==> src/capture_pkg.sv <==
// Purpose: Shared constants for the input capture unit.
// Assumes: 32-bit APB data, one register per aligned word.
// Notes: Register bytes sit in the low eight bits of each word.
package capture_pkg;

    // Register byte offsets
    localparam logic [7:0] OFF_CAP_LOW = 8'h00;
    localparam logic [7:0] OFF_CAP_HIGH = 8'h04;
    localparam logic [7:0] OFF_UNIT_CTRL = 8'h08;
    localparam logic [7:0] OFF_CORE_IRQ = 8'h0c;
    localparam logic [7:0] OFF_PERIPH_EN = 8'h10;
    localparam logic [7:0] OFF_PERIPH_FLAGS = 8'h14;
    localparam logic [7:0] OFF_T2_PERIOD = 8'h18;
    localparam logic [7:0] OFF_T1_LOW = 8'h1c;
    localparam logic [7:0] OFF_T1_HIGH = 8'h20;
    localparam logic [7:0] OFF_T2_COUNT = 8'h24;
    localparam logic [7:0] OFF_PORTB_DIR = 8'h28;
    localparam logic [7:0] OFF_PORTB_DATA = 8'h2c;
    localparam logic [7:0] OFF_T1_CTRL = 8'h30;

    // Field positions
    localparam int MODE_LSB = 0;
    localparam int DUTY_LSB = 4;
    localparam int CAP_FLAG_BIT = 2;
    localparam int PIN_BIT = 3;
    localparam int T1_ENABLE_BIT = 0;

    // Implemented bits of the enable register
    localparam logic [7:0] PERIPH_MASK = 8'h47;

    // Reset values
    localparam logic [7:0] RST_UNIT_CTRL = 8'h00;
    localparam logic [7:0] RST_CORE_IRQ = 8'h00;
    localparam logic [7:0] RST_PERIPH_EN = 8'h00;
    localparam logic [7:0] RST_PERIPH_FLAGS = 8'h00;
    localparam logic [7:0] RST_T2_PERIOD = 8'hff;
    localparam logic [7:0] RST_T2_COUNT = 8'h00;
    localparam logic [7:0] RST_PORTB_DIR = 8'hff;
    localparam logic [7:0] RST_PORTB_DATA = 8'h00;
    localparam logic [7:0] RST_T1_CTRL = 8'h00;
    localparam logic [7:0] RST_CAPTURE = 8'h00;
    localparam logic [15:0] RST_T1_COUNT = 16'h0000;

    // Unit mode field encodings
    typedef enum logic [3:0] {
        MODE_OFF = 4'b0000,
        MODE_CAP_FALL = 4'b0100,
        MODE_CAP_RISE = 4'b0101,
        MODE_CAP_RISE4 = 4'b0110,
        MODE_CAP_RISE16 = 4'b0111
    } unit_mode_t;

    // Upper two mode bits that mark a capture mode
    localparam logic [1:0] CAPTURE_GROUP = 2'b01;

    // Edge select, low two mode bits
    localparam logic [1:0] SEL_FALL = 2'b00;
    localparam logic [1:0] SEL_RISE = 2'b01;
    localparam logic [1:0] SEL_RISE4 = 2'b10;
    localparam logic [1:0] SEL_RISE16 = 2'b11;

    // Prescaler terminal counts
    localparam logic [3:0] PRESCALE_4_LAST = 4'h3;
    localparam logic [3:0] PRESCALE_16_LAST = 4'hf;

endpackage : capture_pkg

==> src/capture_unit.sv <==
// Purpose: Input capture unit with its registers on an APB slave.
// Assumes: Pin input synchronous to clk_i; 250 MHz clock.
// Notes: Compare and PWM encodings store but do not act here.
`timescale 1ns/100ps
module capture_unit
(
    // Clock and reset
    input wire logic clk_i,
    input wire logic reset_i,
    // APB slave
    input wire logic psel_i,
    input wire logic penable_i,
    input wire logic pwrite_i,
    input wire logic [7:0] paddr_i,
    input wire logic [31:0] pwdata_i,
    input wire logic [3:0] pstrb_i,
    output logic [31:0] prdata_o,
    output logic pready_o,
    output logic pslverr_o,
    // Capture pin, three-signal form
    input wire logic capture_pin_i,
    output logic capture_pin_o,
    output logic capture_pin_oe_o,
    // Interrupt
    output logic irq_o
);

    // Register state
    logic [7:0] cap_low_q;
    logic [7:0] cap_high_q;
    logic [7:0] unit_ctrl_q;
    logic [7:0] core_irq_q;
    logic [7:0] periph_en_q;
    logic [7:0] periph_flags_q;
    logic [7:0] t2_period_q;
    logic [7:0] t2_count_q;
    logic [7:0] portb_dir_q;
    logic [7:0] portb_data_q;
    logic [7:0] t1_ctrl_q;

    // Bus handshake
    logic pready_q;
    logic pslverr_q;
    logic [31:0] prdata_q;
    logic irq_q;
    logic access;
    logic wr_en;
    logic wr_byte;
    logic [7:0] wdata;
    logic mapped;
    logic [7:0] rdata;

    // Per-register write selects
    logic we_cap_low;
    logic we_cap_high;
    logic we_ctrl;
    logic we_core;
    logic we_en;
    logic we_flags;
    logic we_t2_per;
    logic we_t1_low;
    logic we_t1_high;
    logic we_t2_cnt;
    logic we_dir;
    logic we_data;
    logic we_t1_ctrl;

    // Capture path
    logic [3:0] unit_mode;
    logic capture_active;
    logic pin_level;
    logic cap_event;
    logic [15:0] t1_count;

    // Two-cycle access: pready rises one cycle into the access phase
    assign access = psel_i && penable_i;
    assign wr_en = access && pready_q && pwrite_i;
    assign wr_byte = wr_en && pstrb_i[0];
    assign wdata = pwdata_i[7:0];

    // Decoded once so every register block sees the same strobe
    assign we_cap_low = wr_byte && paddr_i == capture_pkg::OFF_CAP_LOW;
    assign we_cap_high = wr_byte && paddr_i == capture_pkg::OFF_CAP_HIGH;
    assign we_ctrl = wr_byte && paddr_i == capture_pkg::OFF_UNIT_CTRL;
    assign we_core = wr_byte && paddr_i == capture_pkg::OFF_CORE_IRQ;
    assign we_en = wr_byte && paddr_i == capture_pkg::OFF_PERIPH_EN;
    assign we_flags = wr_byte && paddr_i == capture_pkg::OFF_PERIPH_FLAGS;
    assign we_t2_per = wr_byte && paddr_i == capture_pkg::OFF_T2_PERIOD;
    assign we_t1_low = wr_byte && paddr_i == capture_pkg::OFF_T1_LOW;
    assign we_t1_high = wr_byte && paddr_i == capture_pkg::OFF_T1_HIGH;
    assign we_t2_cnt = wr_byte && paddr_i == capture_pkg::OFF_T2_COUNT;
    assign we_dir = wr_byte && paddr_i == capture_pkg::OFF_PORTB_DIR;
    assign we_data = wr_byte && paddr_i == capture_pkg::OFF_PORTB_DATA;
    assign we_t1_ctrl = wr_byte && paddr_i == capture_pkg::OFF_T1_CTRL;

    always_comb
    begin
        mapped = 1'b1;
        case (paddr_i)
            capture_pkg::OFF_CAP_LOW: rdata = cap_low_q;
            capture_pkg::OFF_CAP_HIGH: rdata = cap_high_q;
            capture_pkg::OFF_UNIT_CTRL: rdata = unit_ctrl_q;
            capture_pkg::OFF_CORE_IRQ: rdata = core_irq_q;
            capture_pkg::OFF_PERIPH_EN: rdata = periph_en_q;
            capture_pkg::OFF_PERIPH_FLAGS: rdata = periph_flags_q;
            capture_pkg::OFF_T2_PERIOD: rdata = t2_period_q;
            capture_pkg::OFF_T1_LOW: rdata = t1_count[7:0];
            capture_pkg::OFF_T1_HIGH: rdata = t1_count[15:8];
            capture_pkg::OFF_T2_COUNT: rdata = t2_count_q;
            capture_pkg::OFF_PORTB_DIR: rdata = portb_dir_q;
            capture_pkg::OFF_PORTB_DATA: rdata = portb_data_q;
            capture_pkg::OFF_T1_CTRL: rdata = t1_ctrl_q;
            default:
            begin
                rdata = 8'h00;
                mapped = 1'b0;
            end
        endcase
    end

    always_ff @(posedge clk_i)
    begin
        if (reset_i)
        begin
            pready_q <= 1'b0;
            pslverr_q <= 1'b0;
            prdata_q <= 32'h00000000;
        end
        else
        begin
            pready_q <= access && !pready_q;
            pslverr_q <= access && !pready_q && !mapped;
            prdata_q <= {24'h000000, rdata};
        end
    end

    // Capture pair: hardware capture wins over a same-cycle write
    always_ff @(posedge clk_i)
    begin
        if (reset_i)
        begin
            cap_low_q <= capture_pkg::RST_CAPTURE;
        end
        else if (cap_event)
        begin
            cap_low_q <= t1_count[7:0];
        end
        else if (we_cap_low)
        begin
            cap_low_q <= wdata;
        end
    end

    always_ff @(posedge clk_i)
    begin
        if (reset_i)
        begin
            cap_high_q <= capture_pkg::RST_CAPTURE;
        end
        else if (cap_event)
        begin
            cap_high_q <= t1_count[15:8];
        end
        else if (we_cap_high)
        begin
            cap_high_q <= wdata;
        end
    end

    always_ff @(posedge clk_i)
    begin
        if (reset_i)
        begin
            unit_ctrl_q <= capture_pkg::RST_UNIT_CTRL;
        end
        else if (we_ctrl)
        begin
            unit_ctrl_q <= wdata;
        end
    end

    // Plain storage: no effect on the interrupt output
    always_ff @(posedge clk_i)
    begin
        if (reset_i)
        begin
            core_irq_q <= capture_pkg::RST_CORE_IRQ;
        end
        else if (we_core)
        begin
            core_irq_q <= wdata;
        end
    end

    // Unimplemented enable bits read back as zero
    always_ff @(posedge clk_i)
    begin
        if (reset_i)
        begin
            periph_en_q <= capture_pkg::RST_PERIPH_EN;
        end
        else if (we_en)
        begin
            periph_en_q <= wdata & capture_pkg::PERIPH_MASK;
        end
    end

    always_ff @(posedge clk_i)
    begin
        if (reset_i)
        begin
            t2_period_q <= capture_pkg::RST_T2_PERIOD;
        end
        else if (we_t2_per)
        begin
            t2_period_q <= wdata;
        end
    end

    always_ff @(posedge clk_i)
    begin
        if (reset_i)
        begin
            t2_count_q <= capture_pkg::RST_T2_COUNT;
        end
        else if (we_t2_cnt)
        begin
            t2_count_q <= wdata;
        end
    end

    always_ff @(posedge clk_i)
    begin
        if (reset_i)
        begin
            portb_dir_q <= capture_pkg::RST_PORTB_DIR;
        end
        else if (we_dir)
        begin
            portb_dir_q <= wdata;
        end
    end

    always_ff @(posedge clk_i)
    begin
        if (reset_i)
        begin
            portb_data_q <= capture_pkg::RST_PORTB_DATA;
        end
        else if (we_data)
        begin
            portb_data_q <= wdata;
        end
    end

    always_ff @(posedge clk_i)
    begin
        if (reset_i)
        begin
            t1_ctrl_q <= capture_pkg::RST_T1_CTRL;
        end
        else if (we_t1_ctrl)
        begin
            t1_ctrl_q <= wdata;
        end
    end

    // Flags clear only by writing ones; a same-cycle capture still sets
    always_ff @(posedge clk_i)
    begin
        if (reset_i)
        begin
            periph_flags_q <= capture_pkg::RST_PERIPH_FLAGS;
        end
        else
        begin
            for (int i = 0; i < 8; i++)
            begin
                if (i == capture_pkg::CAP_FLAG_BIT && cap_event)
                begin
                    periph_flags_q[i] <= 1'b1;
                end
                else if (we_flags && wdata[i])
                begin
                    periph_flags_q[i] <= 1'b0;
                end
            end
        end
    end

    always_ff @(posedge clk_i)
    begin
        if (reset_i)
        begin
            irq_q <= 1'b0;
        end
        else
        begin
            irq_q <= |(periph_flags_q & periph_en_q);
        end
    end

    // Duty bits 5:4 never reach the capture path
    assign unit_mode = unit_ctrl_q[capture_pkg::MODE_LSB +: 4];
    assign capture_active =
        (unit_mode[3:2] == capture_pkg::CAPTURE_GROUP);

    // Output pin: the driven latch is what the edge logic sees
    assign pin_level = portb_dir_q[capture_pkg::PIN_BIT] ?
        capture_pin_i : portb_data_q[capture_pkg::PIN_BIT];

    edge_prescaler u_prescaler
    (
        .clk_i(clk_i),
        .reset_i(reset_i),
        .clear_i(!capture_active),
        .select_i(unit_mode[1:0]),
        .level_i(pin_level),
        .event_o(cap_event)
    );

    timer1_counter u_timer1
    (
        .clk_i(clk_i),
        .reset_i(reset_i),
        .enable_i(t1_ctrl_q[capture_pkg::T1_ENABLE_BIT]),
        .load_low_i(we_t1_low),
        .load_high_i(we_t1_high),
        .load_data_i(wdata),
        .count_o(t1_count)
    );

    assign prdata_o = prdata_q;
    assign pready_o = pready_q;
    assign pslverr_o = pslverr_q;
    assign capture_pin_o = portb_data_q[capture_pkg::PIN_BIT];
    assign capture_pin_oe_o = ~portb_dir_q[capture_pkg::PIN_BIT];
    assign irq_o = irq_q;

endmodule : capture_unit

==> src/timer1_counter.sv <==
// Purpose: 16-bit timer count that software can load byte by byte.
// Assumes: Counts one step per clock while enabled.
// Notes: A byte load wins over the increment in the same cycle.
`timescale 1ns/100ps
module timer1_counter
(
    // Clock and reset
    input wire logic clk_i,
    input wire logic reset_i,
    // Control
    input wire logic enable_i,
    input wire logic load_low_i,
    input wire logic load_high_i,
    input wire logic [7:0] load_data_i,
    // Count
    output logic [15:0] count_o
);

    logic [15:0] count_q;

    always_ff @(posedge clk_i)
    begin
        if (reset_i)
        begin
            count_q <= capture_pkg::RST_T1_COUNT;
        end
        else if (load_low_i)
        begin
            count_q <= {count_q[15:8], load_data_i};
        end
        else if (load_high_i)
        begin
            count_q <= {load_data_i, count_q[7:0]};
        end
        else if (enable_i)
        begin
            count_q <= count_q + 16'h0001;
        end
    end

    assign count_o = count_q;

endmodule : timer1_counter

==> src/edge_prescaler.sv <==
// Purpose: Edge detection and event prescaling for the capture pin.
// Assumes: level_i is already synchronous to clk_i.
// Notes: event_o is a one-cycle pulse, one clock after the edge.
`timescale 1ns/100ps
module edge_prescaler
(
    // Clock and reset
    input wire logic clk_i,
    input wire logic reset_i,
    // Control
    input wire logic clear_i,
    input wire logic [1:0] select_i,
    // Pin level
    input wire logic level_i,
    // Event
    output logic event_o
);

    logic level_q;
    logic [3:0] count_q;
    logic event_q;
    logic rise;
    logic fall;

    assign rise = level_i & ~level_q;
    assign fall = ~level_i & level_q;

    // Keeps tracking the level so mode writes cannot fake an old edge
    always_ff @(posedge clk_i)
    begin
        if (reset_i)
        begin
            level_q <= 1'b0;
        end
        else
        begin
            level_q <= level_i;
        end
    end

    // Counter survives switching between capture settings
    always_ff @(posedge clk_i)
    begin
        if (reset_i || clear_i)
        begin
            count_q <= 4'h0;
        end
        else if (rise)
        begin
            count_q <= count_q + 4'h1;
        end
    end

    always_ff @(posedge clk_i)
    begin
        if (reset_i || clear_i)
        begin
            event_q <= 1'b0;
        end
        else
        begin
            case (select_i)
                capture_pkg::SEL_FALL: event_q <= fall;
                capture_pkg::SEL_RISE: event_q <= rise;
                capture_pkg::SEL_RISE4:
                    event_q <= rise &&
                        (count_q[1:0] == capture_pkg::PRESCALE_4_LAST[1:0]);
                capture_pkg::SEL_RISE16:
                    event_q <= rise &&
                        (count_q == capture_pkg::PRESCALE_16_LAST);
                default: event_q <= 1'b0;
            endcase
        end
    end

    assign event_o = event_q;

endmodule : edge_prescaler

==> config.mk <==
export PLATFORM = sky130hd
export DESIGN_NAME = capture_unit
export DESIGN_NICKNAME = d
export VERILOG_FILES = /design/src/capture_pkg.sv /design/src/capture_unit.sv /design/src/timer1_counter.sv /design/src/edge_prescaler.sv
export SDC_FILE = /design/constraint.sdc
export NUM_CORES = 1
export LEC_CHECK = 0
export BUFFER_PORTS_ARGS = -buffer_cell sky130_fd_sc_hd__buf_4
export CAP_MARGIN = 40
export CORE_ASPECT_RATIO = 1.1
export CORE_MARGIN = 2
export CORE_UTILIZATION = 56
export CTS_CLUSTER_DIAMETER = 40
export DETAILED_ROUTE_END_ITERATION = 8
export GPL_ROUTABILITY_DRIVEN = 0
export PLACE_DENSITY = 0.8
export SYNTH_ARGS = -nofsm -noshare
export SYNTH_HDL_FRONTEND = slang
export SYNTH_SLANG_ARGS = --single-unit
==> constraint.sdc <==
create_clock -name clk_i -period 2.05 [get_ports clk_i]
set_input_delay 0 -clock clk_i [delete_from_list [all_inputs] [get_ports clk_i]]
set_output_delay 0 -clock clk_i [all_outputs]
set_load 0.02 [all_outputs]
; Word level (Yosys, flattened, before mapping)
; Index checks and enable logic that the tools add are counted.
[op_classes]
eq_ne = 19
n_addsub = 2
bitwise = 7
muxes = 13
reduce_logical = 37
[op_table]
columns = operator, count
row1 = 8-bit case mux with 13 select lines, 1
row2 = 8-bit by 6-bit == test with 1-bit output (second input constant), 5
row3 = 8-bit 2-to-1 mux, 5
row4 = 8-bit by 5-bit == test with 1-bit output (second input constant), 4
row5 = 16-bit 2-to-1 mux, 2
row6 = 1-bit logical AND, 22
row7 = 16-bit by 1-bit adder with 16-bit output (second input constant), 1
row8 = 8-bit by 4-bit == test with 1-bit output (second input constant), 2
row9 = 13-bit OR reduction, 1
row10 = 2-bit nonzero test, 5
row11 = 8-bit by 3-bit == test with 1-bit output (second input constant), 1
row12 = 8-bit zero test, 1
row13 = 8-bit OR reduction, 1
row14 = 3-bit by 7-bit bitwise AND with 7-bit output, 1
row15 = 2-bit == test (second input constant), 3
row16 = 4-bit by 1-bit adder with 4-bit output (second input constant), 1
row17 = 2-bit by 1-bit == test with 1-bit output (second input constant), 2
row18 = 4-bit == test (second input constant), 1
row19 = 1-bit 2-to-1 mux, 4
row20 = 1-bit inverter, 4
row21 = 1-bit case mux with 4 select lines, 1
row22 = 2-bit AND reduction, 2
row23 = 1-bit zero test, 3
row24 = 1-bit bitwise AND, 2
row25 = 3 further kinds, 3
[word_totals]
input_bits = 50
ff_bits = 134
word_cells = 99
out_inout_bits = 37

; Depth between registers and ports, before layout
[depth]
ltp_word = 8
depth_mapped = 8
ltp_nobuf = 6

; Cells and area by module
; From an unflattened synthesis, not the netlist that was laid out.
[hier_totals]
hier_cells = 657
area_unflattened_um2 = 5729.2
[by_module_without_submodules]
columns = module, seq_area_each_um2, area_per_inst_um2, instances, cells_each
row1 = capture_unit, 1761.7, 4450.5, 1, 498
row2 = timer1_counter, 320.3, 1009.7, 1, 130
row3 = edge_prescaler, 120.1, 269.0, 1, 29

; Worst setup path before layout
; Ideal clock, no wire load.
[synth_path]
path_kind = flip-flop to flip-flop
from = register pready_q (netlist: pready_o)
to = register u_timer1.count_q[5] (netlist: u_timer1.count_o[5])
setup_slack_ps = 224
n_path_buf = 1
arrival_time_ps = 1747
period_less_slack_ps = 1826
stages_incl_launch_ff = 7
path_cell_list = dfxtp_1 > and4_1 > and4_4 > buf_6 > or4_4 > xor2_1 > a211oi_2
[synth_via]
elab_chain_len = 6
elab_cells_between_ends = 9
[synth_rtl]
columns = item, line_no
row1 = start: declaration, capture_unit.sv:42  ; logic pready_q;
row2 = start signal: assignment, capture_unit.sv:131  ; pready_q <= access && !pready_q;
row3 = 1-bit logical AND * (2 in a row), capture_unit.sv:77  ; assign wr_en = access && pready_q && pwrite_i;
row4 = 1-bit logical AND *, capture_unit.sv:78  ; assign wr_byte = wr_en && pstrb_i[0];
row5 = "1-bit logical AND, on equally long branches", "capture_unit.sv:90, capture_unit.sv:89"
row6 = 2-bit by 1-bit != test with 1-bit output (no source line) or 2-bit nonzero test (tied branches), n/a
row7 = 2-bit AND reduction (no source line), n/a
row8 = end signal: assignment, timer1_counter.sv:25  ; count_q <= capture_pkg::RST_T1_COUNT;
row9 = end signal: assignment, timer1_counter.sv:29  ; count_q <= {count_q[15:8], load_data_i};
row10 = end signal: assignment, timer1_counter.sv:33  ; count_q <= {load_data_i, count_q[7:0]};
row11 = end: declaration, timer1_counter.sv:19  ; logic [15:0] count_q;
; Mark *: on every way between the ends. The rest lies on a longest branch, timed or not.
; A chain may end at the register's enable or synchronous reset.

; Worst setup path in the final report
[layout_path]
from = register pready_q (netlist: pready_o)
to = register u_timer1.count_q[14] (netlist: u_timer1.count_o[14])
[layout_via]
elab_chain_len = 6
elab_cells_between_ends = 9
[layout_rtl]
columns = item, line_no
row1 = 1-bit logical AND * (2 in a row), capture_unit.sv:77
row2 = 1-bit logical AND *, capture_unit.sv:78
row3 = "1-bit logical AND, on equally long branches", "capture_unit.sv:90, capture_unit.sv:89"
row4 = 2-bit nonzero test (no source line) or 1-bit inverter (tied branches), n/a
row5 = 2-bit AND reduction (no source line), n/a
; Mark *: on every way between the ends. The rest lies on a longest branch, timed or not. The select of a mux whose other input is x is not followed.

==> impl_metrics.ini <==
[setup_path]
required_ns = 2.36
critical_path_class = flip-flop to flip-flop
r2r_end = u_timer1.count_o[14]$_SDFFE_PP0P_
r2r_slack_ns = 0.12
crit_path_end_kind = flip-flop
critPathBufInv = 1
worstPathMaxFanout = 8
cp_cell_sequence = and4_1, and2_1, buf_4, and3_1, or4_1, a31oi_1
crit_family = simple AND/OR/NAND/NOR gates
reg2reg_from = pready_o$_SDFF_PP0_
reg2reg_depth = 6
cpMaxStageDelayCell = or4_1
worst_ep_arrival_time_ns = 2.24
critPathMaxStageDelay_ns = 0.49
start_kind = flip-flop

[cells_and_area]
final_core_util_pct = 64.5
synthToLayoutAreaGrowth_pct = 13.1
multiInputGateArea_um2 = 3030
final_nets = 754
fill_cells = 831
register_area_um2 = 2200
diodes = 0
drive_gt1_share_pct = 15.7

[floorplan]
die_y_um = 109
dieArea_um2 = 10800
rows = 38
die_w_um = 99.2
start_util_pct = 57.0
boundaryPins = 87
design.core.area_um2 = 9790

[clock_network]
htreeDepth = 3
cts_buffers = 9
cts_tree = yes
clk-insertion-delay-late_ns = 0.38
clkSlewWorstSetupHoldPaths_ns = 0.10
clock-root-buffer = clkbuf_8
clockBufferDepth = 2
clkSinkCount = 110

[pwr]
pwr-share-comb_pct = 8.0
p_int_mw = 2.93
clockPowerShare_pct = 37.0
seqPwrFrac_pct = 55.0
p_total_mw = 3.89
pwr_density_cell_nw_per_um2 = 616
p_sw_mw = 0.959
leakagePower_nw = 2.52
p_sw_share_pct = 24.7
vdd_drop_max_uv = 452

[synth]
synth_xor_area_share_pct = 1.41
ys_types = 59
synth_area_um2 = 5580
synth-simple-area-share_pct = 22.9
synth-edff-count = 0
synth_top_family_by_area = simple AND/OR/NAND/NOR gates
synthFlopType = dfxtp_1
synth-compound-area-share_pct = 17.1
syn_avg_cell_area_um2 = 8.45
synth_fa_ha_area_share_pct = 0.448
synth_mux_area_share_pct = 10.6
async_reset_ff_share_pct = 0
synth-seq-cells = 110
yosysSeqAreaShare_pct = 39.4
synth_cells = 661
yosysWarnings = 0

[routing]
via_per_inst = 6.37
drt-pass1-iter-count = 6
wl_per_cell_um = 19.6
wirelength_mm = 16.2
drt_iter0_drc = 605
drcViolationCount = 0
vias = 5271
ant_nets = 0

[hold_path]
hold_class = primary input to flip-flop
min_to = u_timer1.count_o[0]$_SDFFE_PP0P_
min-delay-start = reset_i
hold_depth = 4

[global_route]
antenna_found_initial = 0
gr-usage-all-layers_pct = 30.5
gr-total-overflow = 0
grt_start_max_net_pins = 77
grt_pass1_wl_mm = 25.6
first_global_vias = 4983

[timing]
finalHoldViolCount = 0
finalSetupTns_ns = 0
setup_slack_ns = 0.116
fin_skew_ns = 0.0129
fmax_ghz = 0.517
rsz0062_at_grt = no
finalCriticalPeriod_ns = 1.93
slew_viol_final = 0
setup_viol = 0
hold_ws_ns = 0.0444
fin_crit_sh_pct = 94.3

[placement]
io_buffers = 35
hpwl_mm = 11.0
dpl_worst_slack_ns = 0.111

[job]
cap_violations = 0

[outcome]
status = finished, final reports clean
[Yosys cell counts (all sizes together) (3+ instances only)]
cell | n | share of area [%]
a32oi | 4 | 0.63
buf | 47 | 5.6
and4 | 3 | 0.52
a21oi | 52 | 4.7
nand4 | 13 | 1.7
and3 | 7 | 0.78
and2 | 5 | 0.56
a22oi | 10 | 1.3
nand2 | 102 | 6.9
a22o | 10 | 1.6
o21ai | 19 | 1.7
or4 | 4 | 0.61
xor2 | 7 | 1.1
nor2b | 3 | 0.34
a31oi | 7 | 0.78
inv | 5 | 0.34
a21o | 4 | 0.54
nor4b | 3 | 1.1
nor4 | 5 | 1.4
clkbuf | 32 | 2.2
mux2 | 4 | 0.81
a211oi | 21 | 2.9
nand3b | 3 | 0.40
nand3 | 45 | 4.1
mux2i | 50 | 9.0
a311oi | 3 | 0.47
nor2 | 49 | 3.3
nor3 | 6 | 0.54
dfxtp | 110 | 39
[through the flow]
| stage | std cells | area (um2) |
|---|---|---|
| finish | 827 | 6310 |
| global route | 827 | 6310 |
| CTS | 827 | 6310 |
| detailed placement | 800 | 5980 |
| global placement | 800 | 5980 |
| floorplan | 684 | 5670 |
[cell families after synthesis]
family | after synthesis
muxes | 56
xor gates and xnor gates | 9
DFF | 110
other | 1
adders and majority gates | 2
AOI/OAI and AO/OA | 146
buffers and inverters | 84
and+or+nand+nor | 253
[how the worst max path moves through the flow]
stage | from | endpoint | slack (ns) | depth (start not counted)
5_1_grt | pready_o$_SDFF_PP0_ | cap_low_q[1]$_SDFFE_PP0P_ | 0.0001 | 5
6_report | pready_o$_SDFF_PP0_ | u_timer1.count_o[14]$_SDFFE_PP0P_ | 0.12 | 6
4_1_cts | u_timer1.count_o[4]$_SDFFE_PP0P_ | u_timer1.count_o[14]$_SDFFE_PP0P_ | 0.09 | 5
3_5_place_dp | u_timer1.count_o[4]$_SDFFE_PP0P_ | u_timer1.count_o[14]$_SDFFE_PP0P_ | 0.11 | 5
2_1_floorplan | pready_o$_SDFF_PP0_ | u_timer1.count_o[5]$_SDFFE_PP0P_ | 0.22 | 6
3_3_place_gp | u_timer1.count_o[4]$_SDFFE_PP0P_ | u_timer1.count_o[14]$_SDFFE_PP0P_ | 0.1 | 5
[per-layer routing]
metal	vias up	GRT usage [%]	routed length, um
met3	75	6.35	1600
met2	323	47.8	7390
met1	2476	39.2	6260
met4	0	17.5	945
li1	2397	-	-
met5	-	0	0
[power groups by stage]
stage | registers, mW | logic, mW | clock network [mW]
finish | 2.14 | 0.311 | 1.44
global route | 2.14 | 0.323 | 1.53
global placement | 2.19 | 0.281 | 0
CTS | 2.14 | 0.302 | 1.44
detailed placement | 2.19 | 0.284 | 0
floorplan | 2.19 | 0.209 | 0
[repair_timing]
item / 4_1_cts / 5_1_grt
gates resized for setup: 0 / 2
hold buffers: 11 / 0
endpoints found under the hold margin: 48 / 0
setup endpoints to repair: 0 / 2
setup buffers: 0 / 0
[layout make-up]
class	instances	share of cell area [%]
clock buffer	11	2.08
clock inverter	5	1.29
inverter	5	0.297
multi-input combinational	490	48.0
tap	120	2.38
timing repair buffer	86	11.1
sequential	110	34.9
[state kept, by name (all words and copies together), names as in the netlist]
name,count
cap_low_q,8
u_prescaler.count_q,4
portb_dir_q,8
portb_data_q,8
unit_ctrl_q,8
u_prescaler.event_o,1
t2_count_q,8
u_prescaler.level_q,1
prdata_o,8
u_timer1.count_o,16
cap_high_q,8
t2_period_q,8
periph_flags_q,1
t1_ctrl_q,8
irq_o,1
pslverr_o,1
pready_o,1
periph_en_q,4
core_irq_q,8
[tightest hold or removal path, delay by kind of cell]
family / cells / cell delay (ns)
AOI/OAI and AO/OA: 2 / 0.15
buffers and inverters: 2 / 0.23
[cell usage in the layout, fill, tap and decap left out, types with 3 or more instances in the layout]
master | netlist | final
dfxtp_1 | 110 | 110
nand2_1 | 102 | 102
buf_4 | 26 | 73
a21oi_1 | 52 | 52
mux2i_1 | 50 | 50
nor2_1 | 49 | 49
nand3_1 | 44 | 44
conb_1 | 1 | 24
a211oi_1 | 20 | 20
o21ai_0 | 15 | 15
nand4_1 | 11 | 11
dlygate4sd3_1 | 0 | 11
a22o_1 | 10 | 10
a22oi_1 | 10 | 10
clkbuf_8 | 0 | 9
xor2_1 | 7 | 7
a31oi_1 | 7 | 7
nor3_1 | 6 | 6
and3_1 | 7 | 6
inv_1 | 5 | 5
and2_1 | 4 | 4
a32oi_1 | 4 | 4
mux2_2 | 4 | 4
a21o_1 | 4 | 4
o21ai_1 | 4 | 4
nor4_4 | 3 | 3
or4_1 | 3 | 3
nand3b_1 | 3 | 3
nor2b_1 | 3 | 3
a311oi_1 | 3 | 3
Power figures use the tool's default switching activity.
